File: src/rtl/irq_slots_pkg.sv
// Constants, field layouts and types shared by the interrupt source slot block
package irq_slots_pkg;

  // Slot count and bus address width
  localparam int          NUM_SLOTS   = 2;
  localparam int          ADDR_W      = 12;

  // Slot base byte addresses
  localparam logic [11:0] SLOT39_BASE = 12'h390;
  localparam logic [11:0] SLOT83_BASE = 12'h650;

  // Event status and mask registers
  localparam logic [11:0] STATUS_ADDR = 12'h700;
  localparam logic [11:0] MASK_ADDR   = 12'h704;

  // Alias selector, address bits 3:2
  localparam logic [1:0]  ALIAS_BASE  = 2'h0;
  localparam logic [1:0]  ALIAS_SET   = 2'h1;
  localparam logic [1:0]  ALIAS_CLR   = 2'h2;
  localparam logic [1:0]  ALIAS_TOG   = 2'h3;

  // Slot field layout
  localparam int          CFG_W       = 5;
  localparam logic [4:0]  CFG_RESET   = 5'h00;
  localparam logic [1:0]  LEVEL_WEAK  = 2'h0;
  localparam logic [1:0]  LEVEL_STRONG = 2'h3;

  // Status layout: one pending event per slot, then acknowledge event
  localparam int          STATUS_W    = 3;
  localparam int          EVT_ACK_BIT = 2;
  localparam logic [2:0]  STATUS_RESET = 3'h0;
  localparam logic [2:0]  MASK_RESET  = 3'h0;

  // Zero pad above narrow read data
  localparam logic [26:0] PAD_CFG     = 27'h0000000;
  localparam logic [28:0] PAD_STATUS  = 29'h00000000;

  // One slot, bit order as stored
  typedef struct packed {
    logic       fast_steer;
    logic       software_request;
    logic       enable;
    logic [1:0] level;
  } slot_cfg_t;

  // Vector presented to the core
  typedef struct packed {
    logic       source;
    logic [1:0] level;
  } vector_t;

  // Vectored request sequencer
  typedef enum logic [2:0] {
    ST_IDLE    = 3'h1,
    ST_PRESENT = 3'h2,
    ST_ACKED   = 3'h4
  } vec_state_t;

endpackage : irq_slots_pkg

File: src/rtl/irq_level_pick.sv
// Picks the strongest level among vectored candidate sources
`timescale 1ns/100ps
`default_nettype none
module irq_level_pick
  import irq_slots_pkg::*;
(
  // Candidates
  input  wire logic [NUM_SLOTS-1:0] cand,
  input  wire slot_cfg_t            cfg [NUM_SLOTS],
  // Result
  output logic                      any,
  output vector_t                   winner
);

  // Scan upward; only a strictly stronger level displaces, so ties go low
  always_comb begin
    any    = 1'b0;
    winner = '0;
    for (int i = 0; i < NUM_SLOTS; i++) begin
      if (cand[i] && (!any || cfg[i].level > winner.level)) begin
        any           = 1'b1;
        winner.source = i[0];
        winner.level  = cfg[i].level;
      end
    end
  end

endmodule : irq_level_pick
`default_nettype wire

File: src/rtl/irq_source_config_slots.sv
// Interrupt source slots with APB access, fast line and vectored request
`timescale 1ns/100ps
`default_nettype none
module irq_source_config_slots
  import irq_slots_pkg::*;
(
  // Clock and reset
  input  wire logic                 pclk,
  input  wire logic                 presetn,
  // APB slave
  input  wire logic                 psel,
  input  wire logic                 penable,
  input  wire logic                 pwrite,
  input  wire logic [ADDR_W-1:0]    paddr,
  input  wire logic [31:0]          pwdata,
  output logic                      pready,
  output logic [31:0]               prdata,
  output logic                      pslverr,
  // Hardware interrupt sources
  input  wire logic [NUM_SLOTS-1:0] hw_source,
  // Core side
  input  wire logic                 vector_ack,
  output logic                      fast_interrupt_line,
  output logic                      vector_request,
  output vector_t                   vector_out,
  // Block event interrupt
  output logic                      irq
);

  // Slot base table, index order matches hw_source
  localparam logic [11:0] SLOT_BASE [NUM_SLOTS] = '{SLOT39_BASE, SLOT83_BASE};

  // Bus phases
  wire logic setup  = psel & ~penable;
  wire logic access = psel & penable;
  wire logic wr     = access & pwrite;

  // Alias selector
  wire logic [1:0] alias_sel = paddr[3:2];

  // Slot state and decode
  slot_cfg_t            cfg      [NUM_SLOTS];  // Stored slots
  slot_cfg_t            next_cfg [NUM_SLOTS];  // Value after a write
  logic [NUM_SLOTS-1:0] hit_slot;              // Address lands in slot window
  logic [NUM_SLOTS-1:0] pend;                  // Gated request per source
  logic [NUM_SLOTS-1:0] pend_q;                // Previous pend, for events
  logic [NUM_SLOTS-1:0] fast_cand;             // Pending and fast steered
  logic [NUM_SLOTS-1:0] vec_cand;              // Pending and vectored

  // Per-slot decode, alias arithmetic and request gating
  for (genvar i = 0; i < NUM_SLOTS; i++) begin : g_slot
    wire logic [CFG_W-1:0] cur = cfg[i];
    wire logic [CFG_W-1:0] wd  = pwdata[CFG_W-1:0];

    // Window of four words: base, set, clear, toggle
    assign hit_slot[i] = (paddr[11:4] == SLOT_BASE[i][11:4]);

    // Alias operations on written ones
    always_comb begin
      case (alias_sel)
        ALIAS_SET: next_cfg[i] = cur | wd;
        ALIAS_CLR: next_cfg[i] = cur & ~wd;
        ALIAS_TOG: next_cfg[i] = cur ^ wd;
        default:   next_cfg[i] = wd;
      endcase
    end

    // Slot storage; write lands at the access edge
    always_ff @(posedge pclk or negedge presetn) begin
      if (!presetn) begin
        cfg[i] <= CFG_RESET;
      end else if (wr && hit_slot[i]) begin
        cfg[i] <= next_cfg[i];
      end
    end

    // Forced or hardware request, passed only when enabled
    assign pend[i] = (hw_source[i] | cfg[i].software_request)
                     & cfg[i].enable;

    // Steering split between the two lines
    assign fast_cand[i] = pend[i] & cfg[i].fast_steer;
    assign vec_cand[i]  = pend[i] & ~cfg[i].fast_steer;
  end

  // Block register decode
  wire logic hit_status = (paddr == STATUS_ADDR);
  wire logic hit_mask   = (paddr == MASK_ADDR);
  wire logic map_hit    = (|hit_slot) | hit_status | hit_mask;

  // Zero-wait slave; unmapped access flagged in the access phase
  assign pready  = 1'b1;
  assign pslverr = access & ~map_hit;

  // Read mux; reserved upper bits always zero
  logic [31:0] read_val;
  logic [STATUS_W-1:0] status;  // Sticky events
  logic [STATUS_W-1:0] mask;    // Event enables
  always_comb begin
    read_val = 32'h00000000;
    if (hit_status) begin
      read_val = {PAD_STATUS, status};
    end else if (hit_mask) begin
      read_val = {PAD_STATUS, mask};
    end else begin
      for (int i = 0; i < NUM_SLOTS; i++) begin
        if (hit_slot[i]) begin
          read_val = {PAD_CFG, cfg[i]};
        end
      end
    end
  end

  // Read data captured in the setup phase, stable through access
  always_ff @(posedge pclk or negedge presetn) begin
    if (!presetn) begin
      prdata <= 32'h00000000;
    end else if (setup && !pwrite) begin
      prdata <= read_val;
    end
  end

  // Strongest vectored candidate
  logic    vec_any;     // At least one vectored candidate
  vector_t vec_winner;  // Its source and level
  irq_level_pick u_pick (
    .cand   (vec_cand),
    .cfg    (cfg),
    .any    (vec_any),
    .winner (vec_winner)
  );

  // Vectored request sequencer
  vec_state_t state;       // Current state
  vec_state_t next_state;  // Following state
  always_comb begin
    case (state)
      ST_IDLE:    next_state = vec_any ? ST_PRESENT : ST_IDLE;
      ST_PRESENT: begin
        if (vector_ack) begin
          next_state = ST_ACKED;
        end else if (!vec_any) begin
          next_state = ST_IDLE;  // Withdrawn before service
        end else begin
          next_state = ST_PRESENT;
        end
      end
      ST_ACKED:   next_state = ST_IDLE;  // First of two quiet cycles after service
      default:    next_state = ST_IDLE;
    endcase
  end

  // State register and vector; vector follows the winner while presented
  always_ff @(posedge pclk or negedge presetn) begin
    if (!presetn) begin
      state      <= ST_IDLE;
      vector_out <= '0;
    end else begin
      state <= next_state;
      if (next_state == ST_PRESENT) begin
        vector_out <= vec_winner;
      end
    end
  end
  assign vector_request = (state == ST_PRESENT);

  // Fast line, registered, bypasses the sequencer
  always_ff @(posedge pclk or negedge presetn) begin
    if (!presetn) begin
      fast_interrupt_line <= 1'b0;
    end else begin
      fast_interrupt_line <= |fast_cand;
    end
  end

  // Events: new pending request per slot, and service acknowledge
  wire logic [STATUS_W-1:0] evt;
  assign evt[NUM_SLOTS-1:0] = pend & ~pend_q;
  assign evt[EVT_ACK_BIT]   = (state == ST_PRESENT) & vector_ack;

  // Write-one-to-clear; a new event in the same cycle wins
  wire logic [STATUS_W-1:0] status_clr = (wr && hit_status) ? pwdata[STATUS_W-1:0]
                                                            : STATUS_RESET;

  // Status, mask and interrupt output
  always_ff @(posedge pclk or negedge presetn) begin
    if (!presetn) begin
      pend_q <= '0;
      status <= STATUS_RESET;
      mask   <= MASK_RESET;
      irq    <= 1'b0;
    end else begin
      pend_q <= pend;
      status <= (status & ~status_clr) | evt;
      if (wr && hit_mask) begin
        mask <= pwdata[STATUS_W-1:0];
      end
      irq <= |(status & mask);
    end
  end
endmodule : irq_source_config_slots
`default_nettype wire
File: config.mk
export PLATFORM = sky130hd
export DESIGN_NAME = irq_source_config_slots
export DESIGN_NICKNAME = d
export VERILOG_FILES = /design/src/rtl/irq_slots_pkg.sv /design/src/rtl/irq_level_pick.sv /design/src/rtl/irq_source_config_slots.sv
export SDC_FILE = /design/constraint.sdc
export NUM_CORES = 1
export LEC_CHECK = 0
export ABC_AREA = 1
export BUFFER_PORTS_ARGS = -buffer_cell sky130_fd_sc_hd__buf_2
export CORE_UTILIZATION = 44
export DETAILED_ROUTE_END_ITERATION = 6
export PLACE_DENSITY = 0.76
export REMOVE_ABC_BUFFERS = 1
export SYNTH_ARGS = -nofsm -noshare
export SYNTH_HDL_FRONTEND = slang
export SYNTH_SLANG_ARGS = --single-unit
File: constraint.sdc
create_clock -name pclk -period 2 [get_ports pclk]
set_clock_uncertainty 0.2 [all_clocks]
set_input_delay 0.1 -clock pclk [delete_from_list [all_inputs] [get_ports pclk]]
set_output_delay 0.1 -clock pclk [all_outputs]
set_load 0.01 [all_outputs]
==> flow_summary_export.csv <==
group,metric,value,unit
finish,multi_input_area,1290,µm²
grt,grt-ovfl-total,0,
detailed_routing,routed_via_density,4.78,
critical_path,ff2ff_setup_slack,0.004,ns
status,status,"complete, but fails checks",
timing,worst_hold_slack,-0.00130,ns
critical_path,cp_slowest_cell,"dfrtp_1",
detailed_routing,wl_met1,2.24,mm
timing,finalCritPeriodShare,99.8,%
critical_path,rr_startpoint,"cfg[7]",
logic_synthesis,netlist_instances,315,
power_and_ir_drop,swShare,26.8,%
detailed_routing,ant_nets,0,
detailed_routing,dr.pass1.iters,5,
power_and_ir_drop,leakage,1.54,nW
timing,setup_viol,0,
hold_path,whs_endpoint,"cfg[4]",
finish,layout_common_cells,"nand2_1, inv_1, buf_2",
critical_path,cp.arrival,1.98,ns
floorplan,initial_utilization,45.6,%
logic_synthesis,synth_top_cell_by_area,"dfrtp_1",
floorplan,core-area,5110,µm²
timing,final.min_clock_period,2.00,ns
logic_synthesis,synth_ff_type,"dfrtp_1",
power_and_ir_drop,power_frac_clock,42.2,%
power_and_ir_drop,max-vdd-ir-drop,0.262,mV
finish,area_growth,19.3,%
finish,nNetsFinal,448,
finish,final_common_cell,"nand2_1",
placed_design,gp_congestion,0.904,
placed_design,postPlaceCellArea,2550,µm²
timing,finalSetupTns,0,ns
grt,track_usage,20.0,%
cts,clk-insertion-delay-late,0.29,ns
finish,fill_cells,485,
timing,worst_slew_pin_slew,0.737,ns
status,violations,"hold timing",
grt,grt_max_degree,32,
finish,regArea,777,µm²
logic_synthesis,synth-edff-count,0,
job,maxCapViolCount,0,
logic_synthesis,async_flop_share,100,%
hold_path,hp-start,"pwdata[4]",
finish,stdcell_count,445,
finish,drive_gt1_share,20.8,%
logic_synthesis,synth-seq-cells,31,
logic_synthesis,yosys-top-cells-area,"dfrtp_1, nand2_1, ha_1",
critical_path,cp_cell_sequence,"o21ai_2 -> nor2_1 -> inv_1 -> nor2_2 -> inv_2 -> ha_4 -> inv_2 -> o21bai_1 -> nand2_1 -> nand2_2 -> nand2_2 -> nand2_1 -> nand2_1 -> nand2_1 -> nand2_1",
power_and_ir_drop,p_comb_share,15.3,%
cts,htree_levels,2,
detailed_routing,drcViolationCount,0,
critical_path,crit_type,"flop to flop",
placed_design,dp_hpwl,3.92,mm
timing,fmax,501,MHz
finish,num_antenna_cells,0,
grt,first_global_vias,1922,
grt,antenna_found_initial,0,
logic_synthesis,synth_top_family_by_area,"simple AND/OR/NAND/NOR gates",
timing,slew_headroom,50.9,%
placed_design,port_buffers,36,
power_and_ir_drop,power_switching,0.414,mW
critical_path,startpoint_type,"flop",
cts,root_buffer,"clkbuf_8",
logic_synthesis,synth_compound_area_share,10.6,%
cts,cts_tree,"built",
logic_synthesis,yosysWarnings,0,
finish,stdcell_area,2780,µm²
power_and_ir_drop,power.internal,1.13,mW
critical_path,r2r_end,"vector_out[1]",
finish,fin_util,54.4,%
detailed_routing,first_iter_violations,133,
detailed_routing,num_vias,2129,
critical_path,critPathRequiredTime,1.98,ns
detailed_routing,wire_per_inst,11.9,µm
power_and_ir_drop,p_per_area,557,nW/µm²
floorplan,die_y,74.7,µm
detailed_routing,wl_met2,2.62,mm
cts,clockBufferDepth,2,
floorplan,die-area,5590,µm²
cts,clk_pin_slew,0.07,ns
critical_path,cp_max_fo,3,
hold_path,hold_depth,5,
logic_synthesis,ys_seq_area_share,33.4,%
logic_synthesis,muxShareOfSynthArea,0,%
logic_synthesis,synth_xor_area_share,0,%
logic_synthesis,syn_area,2330,µm²
placed_design,dp.cells,428,
cts,cts_buffers,5,
detailed_routing,wl_met3,305,µm
logic_synthesis,synth_fa_ha_area_share,11.8,%
critical_path,worst_path_most_repeated_cell,"nand2_1",
critical_path,max_stage_delay,0.37,ns
floorplan,io-pin-count,92,
floorplan,die_width,74.7,µm
critical_path,crit_path_end_kind,"flop",
cts,clock-sinks,31,
detailed_routing,wl,5.29,mm
timing,slew_viol_final,0,
critical_path,reg2regPathDepth,15,
grt,grt_pass1_wl,8.36,mm
logic_synthesis,synth-simple-area-share,27.6,%
detailed_routing,highest_layer,"met4",
logic_synthesis,avgSynthCellArea,7.39,µm²
logic_synthesis,synth_top_area_share,32.2,%
power_and_ir_drop,seqPwrFrac,42.5,%
logic_synthesis,synth.distinct_cells,25,
timing,rsz0062_at_grt,"true",
floorplan,row_count,26,
hold_path,hp-class,"primary input to flop",
timing,report.final.hold_viol_count,1,
==> cell type report <==
cell class              instances  area share (%)
well taps                      70            3.15
clock inverters                 2            1.26
flip-flops and latches         31            28.0
multi-input cells             237            46.6
inverters                      45            6.08
clock buffers                   6            2.97
repair buffers                 54            12.0
==> logic make-up after synthesis <==
logic type               Yosys count
AO/OA/AOI/OAI                     42
adder cells (fa/ha/maj)           22
flip-flops                        31
other                              2
AND/OR/NAND/NOR                  145
buffers and inverters             73
==> critical path, delay by kind of cell (launching register included) <==
family / cells / cell delay (ns)
buffers and inverters: 3 / 0.18
flip-flops: 1 / 0.37
adder cells (fa/ha/maj): 1 / 0.26
AND/OR/NAND/NOR: 9 / 0.68
AO/OA/AOI/OAI: 2 / 0.19
==> synthesized netlist by cell type, types with 3 or more instances <==
library cell and number:
o211ai_1 9, dfrtp_1 30, nor2_2 4, nand2_1 92
o21ai_0 24, o21ai_1 4, nor2_4 4, inv_1 44
buf_4 28, nand2_2 3, nand3_1 19, ha_1 22
nor2_1 17
==> flip-flops by register name, indices dropped and copies added (netlist names) <==
signal,cells
irq,1
cfg,10
fast_interrupt_line,1
state,3
status,3
mask,3
pend_q,2
prdata,5
vector_out,3
==> what timing repair did <==
item	4_1_cts	5_1_grt
resized for setup	6	1
setup buffers	2	0
pin swaps	6	2
hold buffers	7	0
setup endpoints to repair	3	3
hold endpoints to repair	41	0
==> power by group through the flow <==
stage               sequential, mW  clock (mW)  combinational, mW
floorplan                    0.669           0              0.130
detailed placement           0.668           0              0.221
global route                 0.659       0.680              0.273
finish                       0.657       0.652              0.237
global placement             0.668           0              0.213
CTS                          0.657       0.654              0.237
==> routing by layer <==
layer,track usage (%),vias up
li1,-,1058
met1,23.1,979
met5,0,-
met2,35.8,78
met3,4.69,14
met4,7.76,0
==> through the flow <==
step                setup WS [ns]  power, mW
floorplan                  0.0680      0.799
global placement          -0.0329      0.880
detailed placement        -0.0841      0.889
CTS                      -0.00317       1.55
global route               -0.141       1.61
finish                    0.00437       1.55
==> worst max-delay path by stage <==
stage                 from       endpoint  slack, ns  cells past startpoint
floorplan           cfg[7]  vector_out[1]       0.07                     15
global placement    cfg[8]  vector_out[1]      -0.03                     15
detailed placement  cfg[8]  vector_out[1]      -0.08                     15
CTS                 cfg[8]  vector_out[1]     -0.003                     15
global route        cfg[7]  vector_out[1]      -0.14                     15
finish              cfg[7]  vector_out[1]      0.004                     15
Note: power is estimated with default switching activity, not from simulation.
